`config.mk`:
```
export PLATFORM = sky130hd
export DESIGN_NAME = clk_source_ctrl
export DESIGN_NICKNAME = d
export VERILOG_FILES = /design/src/rtl/clk_sel_pkg.sv /design/src/rtl/warmup_if.sv /design/src/rtl/clk_source_ctrl.sv /design/src/rtl/pll_quad_tick.sv /design/src/rtl/warmup_timer.sv
export VERILOG_INCLUDE_DIRS = /design/src /design/src/rtl
export SDC_FILE = /design/constraint.sdc
export NUM_CORES = 1
export LEC_CHECK = 0
export ABC_CLOCK_PERIOD_IN_PS = 8300
export BUFFER_PORTS_ARGS = -buffer_cell sky130_fd_sc_hd__buf_4
export CORE_MARGIN = 2
export CORE_UTILIZATION = 45
export DETAILED_ROUTE_END_ITERATION = 10
export PLACE_DENSITY = 0.76
export SLEW_MARGIN = 20
export SYNTH_ARGS = -nofsm -noshare
export SYNTH_HDL_FRONTEND = slang
export SYNTH_SLANG_ARGS = --single-unit
export TNS_END_PERCENT = 100
```
`constraint.sdc`:
```
create_clock -name clk_in -period 8.3 [get_ports clk_in]
set_input_delay 1.245 -clock clk_in [delete_from_list [all_inputs] [get_ports clk_in]]
set_output_delay 1.245 -clock clk_in [all_outputs]
set_load 0.05 [all_outputs]
```
`src/rtl/clk_sel_regs.svh`:
```
// Register map, field positions, reset values and counts of the clock selector
`ifndef CLK_SEL_REGS_SVH
`define CLK_SEL_REGS_SVH

`define ADDR_OSC_CTRL   8'h00
`define ADDR_PLL_SEL    8'h04
`define ADDR_SYS_SEL    8'h08
`define ADDR_DIV_CTRL   8'h0C
`define ADDR_STBY_CTRL  8'h10

`define OSC_XTEN_BIT    9
`define OSC_XEN_BIT     8
`define OSC_WUPT_MSB    6
`define OSC_WUPT_LSB    4
`define OSC_WUPSEL_BIT  3
`define OSC_MULTIPLIER_POWER_ON_BIT   2
`define OSC_WARMUP_RUNNING_FLAG_BIT    1
`define OSC_WARMUP_START_BIT   0
`define HS_SOURCE_USE_MULTIPLIER_BIT      0
`define SYSCK_BIT       1
`define SYSFLG_BIT      0
`define GEAR_MSB        1
`define GEAR_LSB        0
`define PRCK_MSB        6
`define PRCK_LSB        4
`define STBY_MSB        2
`define STBY_LSB        0

`define RST_XEN         1'b1
`define RST_XTEN        1'b1
`define RST_MULTIPLIER_POWER_ON       1'b0
`define RST_WUPT        3'h0
`define RST_WUPSEL      1'b0
`define RST_HS_SOURCE_USE_MULTIPLIER      1'b0
`define RST_SYSCK       1'b0
`define RST_GEAR        2'h0
`define RST_PRCK        3'h0
`define RST_STBY        3'h3

`define STBY_STOP       3'h1
`define STBY_SLEEP      3'h2
`define STBY_IDLE       3'h3

`define TICK_TIMER_LAST 5'h1F
`define PRCK_MAX        3'h5
`define WU_NONE         3'h0
`define WU_HS_EXP_OFS   5'h09
`define WU_LS_EXP_LO    5'h05
`define WU_LS_EXP_HI    5'h0B
`define WU_LS_HI_CODE   3'h4
`define WU_CNT_W        19
`define PLL_CNT_W       8
`define PLL_CNT_MAX     8'hFF
`define PLL_QUARTER_SH  2

`endif

```
`src/rtl/clk_sel_pkg.sv`:
```
// Types shared by the clock selector modules
package clk_sel_pkg;
	typedef enum logic [2:0] {
		PM_RUN    = 3'b000,
		PM_IDLE   = 3'b001,
		PM_SLEEP  = 3'b010,
		PM_STOP   = 3'b011,
		PM_WARMUP = 3'b100
	} power_mode_e;
endpackage

```
`src/rtl/warmup_if.sv`:
```
// Control and status link between the selector and its warm-up timer
`timescale 1ns/1ps
interface warmup_if;
	logic       start;
	logic       use_ls;
	logic [2:0] time_code;
	logic       hs_tick;
	logic       ls_tick;
	logic       running;
	modport ctrl  (output start, use_ls, time_code, hs_tick, ls_tick,
		input running);
	modport timer (input start, use_ls, time_code, hs_tick, ls_tick,
		output running);
endinterface

```
`src/rtl/clk_source_ctrl.sv`:
```
// Clock source selection, dividers, low-power gating and warm-up control
// Notes on behaviour
// - Select bit: 0 oscillator, 1 multiplier; resets 0
// - System select bit 1: 0 high, 1 low
// - Status flag bit 0 shows actual source
// - Flag follows request only after switch lag
// - Multiplier output is four times oscillator
// - High-speed gear divides by 1,2,4,8
// - Prescaler input divides peripheral clock 1..32
// - Core clock is system clock, stopped when low-power
// - Tick timer clock is oscillator over 32
// - Reset: oscillators run, multiplier off, gear 1
// - After reset all clocks but the tick timer clock equal oscillator
// - Multiplier runs only once its power bit set
// - Wake from stop/sleep auto-runs warm-up first
// - Multiplier disabled during stop and sleep
// - Warm-up select: 0 high-speed, 1 low-speed ticks
// - Warm-up code sets length; 000 means none
// - Writing 1 starts warm-up; 0 ignored
// - Warm-up flag high while counting
`timescale 1ns/1ps
`include "clk_sel_regs.svh"
module clk_source_ctrl
	import clk_sel_pkg::*;
(
	// Clock and reset
	input  wire logic        clk_in,
	input  wire logic        sys_rst_in,
	// Register port
	input  wire logic [7:0]  addr_in,
	input  wire logic [31:0] wdata_in,
	input  wire logic        wr_in,
	input  wire logic        rd_in,
	output logic      [31:0] rdata_out,
	// Oscillator ticks
	input  wire logic        hs_osc_tick_in,
	input  wire logic        ls_osc_tick_in,
	// Low-power control
	input  wire logic        lp_enter_in,
	input  wire logic        wake_irq_in,
	// Analog enables
	output logic             hs_osc_enable_out,
	output logic             ls_osc_enable_out,
	output logic             multiplier_power_on_out,
	// Derived clock ticks and mode
	output logic             high_speed_clock_out,
	output logic             sysclk_tick_out,
	output logic             core_free_clock_out,
	output logic             prescaler_input_clock_out,
	output logic             tick_timer_clock_out,
	output logic      [2:0]  power_mode_out
);
	// Software settings
	logic        xen_ff;
	logic        nxt_xen;
	logic        xten_ff;
	logic        nxt_xten;
	logic        multiplier_power_on_ff;
	logic        nxt_multiplier_power_on;
	logic [2:0]  wupt_ff;
	logic [2:0]  nxt_wupt;
	logic        wupsel_ff;
	logic        nxt_wupsel;
	logic        hs_source_use_multiplier_ff;
	logic        nxt_hs_source_use_multiplier;
	logic        sysck_ff;
	logic        nxt_sysck;
	logic [1:0]  gear_ff;
	logic [1:0]  nxt_gear;
	logic [2:0]  prck_ff;
	logic [2:0]  nxt_prck;
	logic [2:0]  stby_ff;
	logic [2:0]  nxt_stby;
	logic        sw_start;
	logic [31:0] rdata_ff;
	logic [31:0] nxt_rdata;

	// Clock path state
	logic        flag_ff;
	logic        nxt_flag;
	logic [2:0]  gear_cnt_ff;
	logic [2:0]  nxt_gear_cnt;
	logic [4:0]  pre_cnt_ff;
	logic [4:0]  nxt_pre_cnt;
	logic [4:0]  st_cnt_ff;
	logic [4:0]  nxt_st_cnt;
	logic        hs_ff;
	logic        nxt_hs;
	logic        sys_ff;
	logic        nxt_sys;
	logic        core_ff;
	logic        nxt_core;
	logic        pre_ff;
	logic        nxt_pre;
	logic        st_ff;
	logic        nxt_st;
	logic        pll_tick;
	logic        hs_tick;
	logic        gear_tick;
	logic        src_tick;
	logic [2:0]  gear_mask;
	logic [4:0]  pre_mask;

	// Power mode state
	power_mode_e mode_ff;
	power_mode_e nxt_mode;
	logic        auto_start;
	logic        deep_sleep;

	warmup_if wu ();

	// Register writes
	always_comb
	begin
		nxt_xen = xen_ff;
		nxt_xten = xten_ff;
		nxt_multiplier_power_on = multiplier_power_on_ff;
		nxt_wupt = wupt_ff;
		nxt_wupsel = wupsel_ff;
		nxt_hs_source_use_multiplier = hs_source_use_multiplier_ff;
		nxt_sysck = sysck_ff;
		nxt_gear = gear_ff;
		nxt_prck = prck_ff;
		nxt_stby = stby_ff;
		sw_start = 1'b0;
		if (wr_in)
		begin
			unique case (addr_in)
				`ADDR_OSC_CTRL:
				begin
					nxt_xten = wdata_in[`OSC_XTEN_BIT];
					nxt_xen = wdata_in[`OSC_XEN_BIT];
					nxt_wupt = wdata_in[`OSC_WUPT_MSB:`OSC_WUPT_LSB];
					nxt_wupsel = wdata_in[`OSC_WUPSEL_BIT];
					nxt_multiplier_power_on = wdata_in[`OSC_MULTIPLIER_POWER_ON_BIT];
					sw_start = wdata_in[`OSC_WARMUP_START_BIT];
				end
				`ADDR_PLL_SEL:
					nxt_hs_source_use_multiplier = wdata_in[`HS_SOURCE_USE_MULTIPLIER_BIT];
				`ADDR_SYS_SEL:
					nxt_sysck = wdata_in[`SYSCK_BIT];
				`ADDR_DIV_CTRL:
				begin
					nxt_gear = wdata_in[`GEAR_MSB:`GEAR_LSB];
					nxt_prck = wdata_in[`PRCK_MSB:`PRCK_LSB];
				end
				`ADDR_STBY_CTRL:
					nxt_stby = wdata_in[`STBY_MSB:`STBY_LSB];
				default:
					nxt_xen = xen_ff;
			endcase
		end
	end

	// Register reads: data stand one cycle, zero otherwise
	always_comb
	begin
		nxt_rdata = '0;
		if (rd_in)
		begin
			unique case (addr_in)
				`ADDR_OSC_CTRL:
				begin
					nxt_rdata[`OSC_XTEN_BIT] = xten_ff;
					nxt_rdata[`OSC_XEN_BIT] = xen_ff;
					nxt_rdata[`OSC_WUPT_MSB:`OSC_WUPT_LSB] = wupt_ff;
					nxt_rdata[`OSC_WUPSEL_BIT] = wupsel_ff;
					nxt_rdata[`OSC_MULTIPLIER_POWER_ON_BIT] = multiplier_power_on_ff;
					nxt_rdata[`OSC_WARMUP_RUNNING_FLAG_BIT] = wu.running;
				end
				`ADDR_PLL_SEL:
					nxt_rdata[`HS_SOURCE_USE_MULTIPLIER_BIT] = hs_source_use_multiplier_ff;
				`ADDR_SYS_SEL:
				begin
					nxt_rdata[`SYSCK_BIT] = sysck_ff;
					nxt_rdata[`SYSFLG_BIT] = flag_ff;
				end
				`ADDR_DIV_CTRL:
				begin
					nxt_rdata[`GEAR_MSB:`GEAR_LSB] = gear_ff;
					nxt_rdata[`PRCK_MSB:`PRCK_LSB] = prck_ff;
				end
				`ADDR_STBY_CTRL:
					nxt_rdata[`STBY_MSB:`STBY_LSB] = stby_ff;
				default:
					nxt_rdata = '0;
			endcase
		end
	end

	always_ff @(posedge clk_in)
	begin
		if (sys_rst_in)
		begin
			xen_ff <= `RST_XEN;
			xten_ff <= `RST_XTEN;
			multiplier_power_on_ff <= `RST_MULTIPLIER_POWER_ON;
			wupt_ff <= `RST_WUPT;
			wupsel_ff <= `RST_WUPSEL;
			hs_source_use_multiplier_ff <= `RST_HS_SOURCE_USE_MULTIPLIER;
			sysck_ff <= `RST_SYSCK;
			gear_ff <= `RST_GEAR;
			prck_ff <= `RST_PRCK;
			stby_ff <= `RST_STBY;
			rdata_ff <= '0;
		end
		else
		begin
			xen_ff <= nxt_xen;
			xten_ff <= nxt_xten;
			multiplier_power_on_ff <= nxt_multiplier_power_on;
			wupt_ff <= nxt_wupt;
			wupsel_ff <= nxt_wupsel;
			hs_source_use_multiplier_ff <= nxt_hs_source_use_multiplier;
			sysck_ff <= nxt_sysck;
			gear_ff <= nxt_gear;
			prck_ff <= nxt_prck;
			stby_ff <= nxt_stby;
			rdata_ff <= nxt_rdata;
		end
	end

	// Power mode sequencing
	always_comb
	begin
		nxt_mode = mode_ff;
		auto_start = 1'b0;
		unique case (mode_ff)
			PM_RUN:
				if (lp_enter_in)
				begin
					// Reserved standby codes leave the core running
					if (stby_ff == `STBY_STOP)
						nxt_mode = PM_STOP;
					else if (stby_ff == `STBY_SLEEP)
						nxt_mode = PM_SLEEP;
					else if (stby_ff == `STBY_IDLE)
						nxt_mode = PM_IDLE;
				end
			PM_IDLE:
				if (wake_irq_in)
					nxt_mode = PM_RUN;
			PM_SLEEP, PM_STOP:
				if (wake_irq_in)
				begin
					nxt_mode = PM_WARMUP;
					auto_start = 1'b1;
				end
			PM_WARMUP:
				if (!wu.running)
					nxt_mode = PM_RUN;
			default:
				nxt_mode = PM_RUN;
		endcase
	end

	always_ff @(posedge clk_in)
	begin
		if (sys_rst_in)
			mode_ff <= PM_RUN;
		else
			mode_ff <= nxt_mode;
	end

	assign deep_sleep = (mode_ff == PM_SLEEP) || (mode_ff == PM_STOP);

	// Warm-up timer hookup
	assign wu.start = sw_start | auto_start;
	// The write that starts a count also sets its length and source
	assign wu.use_ls = nxt_wupsel;
	assign wu.time_code = nxt_wupt;
	assign wu.hs_tick = hs_osc_tick_in;
	assign wu.ls_tick = ls_osc_tick_in;

	warmup_timer u_warmup (
		.clk_in     (clk_in),
		.sys_rst_in (sys_rst_in),
		.wu         (wu.timer)
	);

	pll_quad_tick u_pll (
		.clk_in      (clk_in),
		.sys_rst_in  (sys_rst_in),
		.enable_in   (multiplier_power_on_out),
		.ref_tick_in (hs_osc_tick_in),
		.tick_out    (pll_tick)
	);

	// Clock path
	always_comb
	begin
		hs_tick = hs_source_use_multiplier_ff ? pll_tick : hs_osc_tick_in;
		unique case (gear_ff)
			2'h0: gear_mask = 3'h0;
			2'h1: gear_mask = 3'h1;
			2'h2: gear_mask = 3'h3;
			2'h3: gear_mask = 3'h7;
		endcase
		gear_tick = hs_tick && ((gear_cnt_ff & gear_mask) == gear_mask);
		nxt_gear_cnt = hs_tick ? gear_cnt_ff + 3'h1 : gear_cnt_ff;
		// Codes above the largest divider saturate at divide by 32
		if (prck_ff > `PRCK_MAX)
			pre_mask = 5'h1F;
		else
			pre_mask = (5'h1 << prck_ff) - 5'h1;
		nxt_pre_cnt = gear_tick ? pre_cnt_ff + 5'h1 : pre_cnt_ff;
		nxt_st_cnt = hs_osc_tick_in ? st_cnt_ff + 5'h1 : st_cnt_ff;
		// Flag moves only on a tick of the requested source, so a
		// source that is not oscillating keeps the old one in use
		src_tick = sysck_ff ? ls_osc_tick_in : gear_tick;
		nxt_flag = flag_ff;
		if ((sysck_ff != flag_ff) && src_tick)
			nxt_flag = sysck_ff;
		nxt_hs = hs_tick;
		nxt_sys = (flag_ff ? ls_osc_tick_in : gear_tick) &&
			!deep_sleep && (mode_ff != PM_WARMUP);
		nxt_core = (flag_ff ? ls_osc_tick_in : gear_tick) &&
			(mode_ff == PM_RUN);
		nxt_pre = gear_tick && ((pre_cnt_ff & pre_mask) == pre_mask) &&
			!deep_sleep && (mode_ff != PM_WARMUP);
		nxt_st = hs_osc_tick_in && (st_cnt_ff == `TICK_TIMER_LAST);
	end

	always_ff @(posedge clk_in)
	begin
		if (sys_rst_in)
		begin
			flag_ff <= 1'b0;
			gear_cnt_ff <= '0;
			pre_cnt_ff <= '0;
			st_cnt_ff <= '0;
			hs_ff <= 1'b0;
			sys_ff <= 1'b0;
			core_ff <= 1'b0;
			pre_ff <= 1'b0;
			st_ff <= 1'b0;
		end
		else
		begin
			flag_ff <= nxt_flag;
			gear_cnt_ff <= nxt_gear_cnt;
			pre_cnt_ff <= nxt_pre_cnt;
			st_cnt_ff <= nxt_st_cnt;
			hs_ff <= nxt_hs;
			sys_ff <= nxt_sys;
			core_ff <= nxt_core;
			pre_ff <= nxt_pre;
			st_ff <= nxt_st;
		end
	end

	// Outputs
	assign rdata_out = rdata_ff;
	assign hs_osc_enable_out = xen_ff && (mode_ff != PM_STOP);
	assign ls_osc_enable_out = xten_ff;
	assign multiplier_power_on_out = multiplier_power_on_ff && !deep_sleep;
	assign high_speed_clock_out = hs_ff;
	assign sysclk_tick_out = sys_ff;
	assign core_free_clock_out = core_ff;
	assign prescaler_input_clock_out = pre_ff;
	assign tick_timer_clock_out = st_ff;
	assign power_mode_out = mode_ff;
endmodule

```
`src/rtl/pll_quad_tick.sv`:
```
// Times four tick multiplier locked to the measured oscillator period
`timescale 1ns/1ps
`include "clk_sel_regs.svh"
module pll_quad_tick
	import clk_sel_pkg::*;
(
	// Clock and reset
	input  wire logic clk_in,
	input  wire logic sys_rst_in,
	// Control and reference
	input  wire logic enable_in,
	input  wire logic ref_tick_in,
	// Multiplied tick
	output logic      tick_out
);
	logic [`PLL_CNT_W-1:0] cnt_ff;
	logic [`PLL_CNT_W-1:0] nxt_cnt;
	logic [`PLL_CNT_W-1:0] period_ff;
	logic [`PLL_CNT_W-1:0] nxt_period;
	logic                  valid_ff;
	logic                  nxt_valid;
	logic                  tick_ff;
	logic                  nxt_tick;
	logic [`PLL_CNT_W-1:0] quarter;

	always_comb
	begin
		// A reference with fewer than four system clocks per period cannot be
		// quadrupled on this clock, so the output then stays quiet
		quarter = period_ff >> `PLL_QUARTER_SH;
		nxt_cnt = (cnt_ff == `PLL_CNT_MAX) ? cnt_ff
			: cnt_ff + `PLL_CNT_W'(1);
		nxt_period = period_ff;
		nxt_valid = valid_ff;
		if (!enable_in)
		begin
			nxt_valid = 1'b0;
			nxt_cnt = '0;
		end
		else if (ref_tick_in)
		begin
			nxt_period = nxt_cnt;
			nxt_valid = 1'b1;
			nxt_cnt = '0;
		end
		nxt_tick = enable_in && valid_ff && (quarter != '0) &&
			((cnt_ff == '0) || (cnt_ff == quarter) ||
			(cnt_ff == (quarter << 1)) ||
			(cnt_ff == `PLL_CNT_W'(quarter + (quarter << 1))));
	end

	always_ff @(posedge clk_in)
	begin
		if (sys_rst_in)
		begin
			cnt_ff <= '0;
			period_ff <= '0;
			valid_ff <= 1'b0;
			tick_ff <= 1'b0;
		end
		else
		begin
			cnt_ff <= nxt_cnt;
			period_ff <= nxt_period;
			valid_ff <= nxt_valid;
			tick_ff <= nxt_tick;
		end
	end

	assign tick_out = tick_ff;
endmodule

```
`src/rtl/warmup_timer.sv`:
```
// Warm-up counter on oscillator ticks with selectable length
`timescale 1ns/1ps
`include "clk_sel_regs.svh"
module warmup_timer
	import clk_sel_pkg::*;
(
	// Clock and reset
	input  wire logic   clk_in,
	input  wire logic   sys_rst_in,
	// Control link
	warmup_if.timer     wu
);
	logic [`WU_CNT_W-1:0] count_ff;
	logic [`WU_CNT_W-1:0] nxt_count;
	logic                 running_ff;
	logic                 nxt_running;
	logic [4:0]           exp_bits;
	logic [`WU_CNT_W-1:0] last_count;
	logic                 tick;

	always_comb
	begin
		// Low-speed codes jump from 2^8 to 2^15 at code 100
		if (!wu.use_ls)
			exp_bits = 5'(wu.time_code) + `WU_HS_EXP_OFS;
		else if (wu.time_code < `WU_LS_HI_CODE)
			exp_bits = 5'(wu.time_code) + `WU_LS_EXP_LO;
		else
			exp_bits = 5'(wu.time_code) + `WU_LS_EXP_HI;
		last_count = (`WU_CNT_W'(1) << exp_bits) - `WU_CNT_W'(1);
		tick = wu.use_ls ? wu.ls_tick : wu.hs_tick;
		nxt_count = count_ff;
		nxt_running = running_ff;
		if (wu.start)
		begin
			nxt_count = '0;
			nxt_running = (wu.time_code != `WU_NONE);
		end
		else if (running_ff && tick)
		begin
			if (count_ff == last_count)
				nxt_running = 1'b0;
			else
				nxt_count = count_ff + `WU_CNT_W'(1);
		end
	end

	always_ff @(posedge clk_in)
	begin
		if (sys_rst_in)
		begin
			count_ff <= '0;
			running_ff <= 1'b0;
		end
		else
		begin
			count_ff <= nxt_count;
			running_ff <= nxt_running;
		end
	end

	assign wu.running = running_ff;
endmodule

```
==> run metrics <==
status finished, final reports clean; Critical Path RT about 8.6 ns; Crit. End Element flop; DPL Wire Length 10000 µm; Nets between 800 and 900; detailed-route wire length about 14000 µm; peak supply drop 0.000130 V; synth warn 0; Slew headroom 0.367; asr flop ratio synth 0; Max Freq 0.146 GHz; Internal around 700 µW; Final Hold Fails 0; pin count of the biggest net entering global routing 56; Logic pwr share 0.090; sw frac 0.255; Hold Path Sink u_pll.valid_ff; CP max-delay cell mux2i_1; setup TNS 0 ns; Net Switching 239 µW; number of core rows 41; Tmin final about 6.9 ns; crit path kind input port to flop; Synth top area share 0.283; Starting Density 0.466; total leakage power about 0.0026 µW; crit-path cells buf_4 -> nor4_4 -> nand3_2 -> mux2i_1 -> inv_1 -> ha_1 -> nor2b_1 -> mux2i_1 -> nand2_2 -> and2_4 -> nand3_1 -> ha_1 -> buf_4 -> inv_1 -> nor3_1 -> or4_1 -> a211oi_1 -> a31oi_4 -> nand4_1 -> mux2i_1; Seq/Total Area, Yosys 0.283; number of global-route vias before repair 4886; CTS tree yes; # resized after CTS 0; worst r2r path cells 17; number of synthesized flops with an enable pin 0; min-delay src u_pll.valid_ff; Die ar. 14100 µm²; flops & latches, synth 84; Cells after Synth roughly 740; Setup Viol. Count Final 0; fin crit share 0.825; TritonCTS Buffers 9; Distinct cells, synth slightly below 90; Die X between 100 and 150 µm; via count around 5400; first-pass GRT wire length between 20000 and 25000 µm; H-tree depth 3; crit path DAT a little over 7 ns; Seq pwr share 0.441; routed vias/inst around 6; antenna-violating nets left 0; ratio of cells with drive above 1 in the final layout 0.123; Clock Sinks 84; post-synth design cell area approximately 5900 µm²; drt drc 0; worst hold stages 1; reg2reg setup slack about 3.0 ns; Die Y approximately 120 µm; root buffer cell clkbuf_16; top cells by area, synth dfxtp_1 (28%), nor2_1 (5.1%), ha_1 (4.4%); Detailed Route Iter0 Violations between 400 and 500; setup bufs post-CTS 0; Clk pin slew, worst setup/hold paths approximately 0.060 ns; Post-CTS Hold Buffers 0; Core Util, Final 0.514; FF+latch area about 1700 µm²; clock share of power 0.469; Hold/Removal Path Class flop to flop; Remaining Overflow, GRT 0; mean routed wirelength per cell 15.0 µm; Main synth FF type dfxtp_1; Layout fillers ~1200; Final WS setup 1.45 ns; crit start category input port; CP max stage delay just under 0.7 ns; critical path peak fanout 19; I/O Buffers 44; largest area contributor in the netlist dfxtp_1; Worst path most repeated cell mux2i_1; Area Overhead vs Synth 10.1%; launch point of the worst reg-to-reg path wupt_ff[2]; Slew Limit Fails 0; reg2reg end u_warmup.count_ff[10]; CTS Buffer Depth 2; Max Cap Viol 0; Worst-Margin Slew between 0.9 and 1 ns; initial antenna violation count 0; Total GRT Usage 0.198; mean post-synth cell area about 8.0 µm²; Place WS around 1.2 ns; unrepaired setup endpoints after global routing false; PwrDens 143 nW/µm²; clk_skew between 0.007 and 0.008 ns; area of the multi-input gates approximately 3800 µm²; first-pass iteration count of the detailed router 7; ant diodes 0; IO Pins 91; Core Region between 10000 and 15000 µm²; Clk Latency, worst-skew pair 0.36 ns; routability congestion estimate roughly 0.92
==> final cells by class <==
cell class,count,share of cell area
tap,172,0.0329
clock buffer,9,0.0345
timing repair buffer,48,0.0548
multi-input combinational,582,0.587
clock inverter,6,0.0149
inverter,33,0.0190
sequential,84,0.257
==> logic make-up (layout without fill, tap and decap cells) <==
logic type | after synthesis | after routing | share of synthesized area
AO/OA/AOI/OAI | 159 | 159 | 0.198
other | 1 | 23 | 0.000632
buffers and inverters | 100 | 96 | 0.0845
adder cells (fa/ha/maj) | 22 | 22 | 0.0476
AND/OR/NAND/NOR | 310 | 310 | 0.279
multiplexers | 25 | 25 | 0.0434
flip-flops | 84 | 84 | 0.283
XOR/XNOR | 43 | 43 | 0.0635
==> layer usage <==
metal	share of wire	wire length [µm]	GRT usage
met4	0.014	191	0.0625
met3	0.056	782	0.0383
met1	0.48	6660	0.262
met2	0.45	6360	0.325
met5	0	0	0
==> synthesized netlist by cell type, types with 13 or more instances <==
cell type  number
xor2_1         17
clkbuf_1       28
nand3_1        31
dfxtp_1        84
nand2_1        63
and3_1         15
inv_1          32
nor2_1         81
o21ai_0        15
ha_1           21
xnor2_1        26
buf_4          24
mux2i_1        21
a21oi_1        44
nand4_1        21
nor3_1         19
or3_1          13
==> power by group through the flow <==
| stage | registers, µW | logic [µW] | clock network, µW |
|---|---|---|---|
| global route | 414 | 90.7 | 460 |
| floorplan | 428 | 62.3 | 0 |
| global placement | 422 | 82.9 | 0 |
| detailed placement | 422 | 83.4 | 0 |
| CTS | 413 | 83.7 | 443 |
| finish | 413 | 84.1 | 439 |
==> flip-flops by register name (all words and copies together) (netlist names), 2 cells and up, named ones only <==
register / count
u_pll.period_ff: 6
stby_ff: 3
rdata_out: 9
u_pll.cnt_ff: 7
prck_ff: 3
gear_cnt_ff: 3
gear_ff: 2
pre_cnt_ff: 5
power_mode_out: 3
u_warmup.count_ff: 19
st_cnt_ff: 5
wupt_ff: 3
==> through the flow <==
stage / total power [µW] / instances / area [µm²] / hold WS (ns)
floorplan: 491 / 766 / 6020 / 0.441
global placement: 505 / 918 / 6210 / 0.458
detailed placement: 506 / 918 / 6210 / 0.460
CTS: 940 / 933 / 6530 / 0.478
global route: 964 / 934 / 6540 / 0.503
finish: 937 / 934 / 6540 / 0.477
==> placed cells by master, fill, tap and decap left out, types with 8 or more instances in the layout <==
master,synthesis,layout
clkbuf_16,0,9
dfxtp_1,84,84
mux2i_1,21,21
nor3_1,19,19
xor2_1,17,17
nand4_1,21,21
xnor2_1,26,26
and2_1,9,9
buf_4,24,47
nand3_1,31,31
conb_1,1,23
o211ai_1,11,11
a31oi_1,10,10
or3_1,13,13
a21oi_1,44,44
nand2_1,63,63
and3_1,15,15
ha_1,21,21
o21ai_0,15,15
inv_1,32,32
a211oi_1,8,8
nor2_1,81,81
==> how the worst max path moves through the flow <==
stage | startpoint | endpoint | slack [ns] | depth (start not counted)
2_1_floorplan | addr_in[5] | u_warmup.count_ff[9] | 1.96 | 19
5_1_grt | addr_in[3] | u_warmup.count_ff[10] | 1.00 | 20
3_3_place_gp | addr_in[3] | u_warmup.count_ff[8] | 1.18 | 20
3_5_place_dp | addr_in[3] | u_warmup.count_ff[10] | 1.15 | 20
6_report | addr_in[3] | u_warmup.count_ff[10] | 1.45 | 20
4_1_cts | addr_in[3] | u_warmup.count_ff[10] | 1.45 | 20
==> critical path: cells and delay by family <==
kind	cells	cell delay (ns)
buffers and inverters	4	0.87
AND/OR/NAND/NOR	9	2.63
multiplexers	3	0.98
adder cells (fa/ha/maj)	2	0.50
AO/OA/AOI/OAI	2	0.86
No activity file was read; power rests on OpenSTA's default activity.
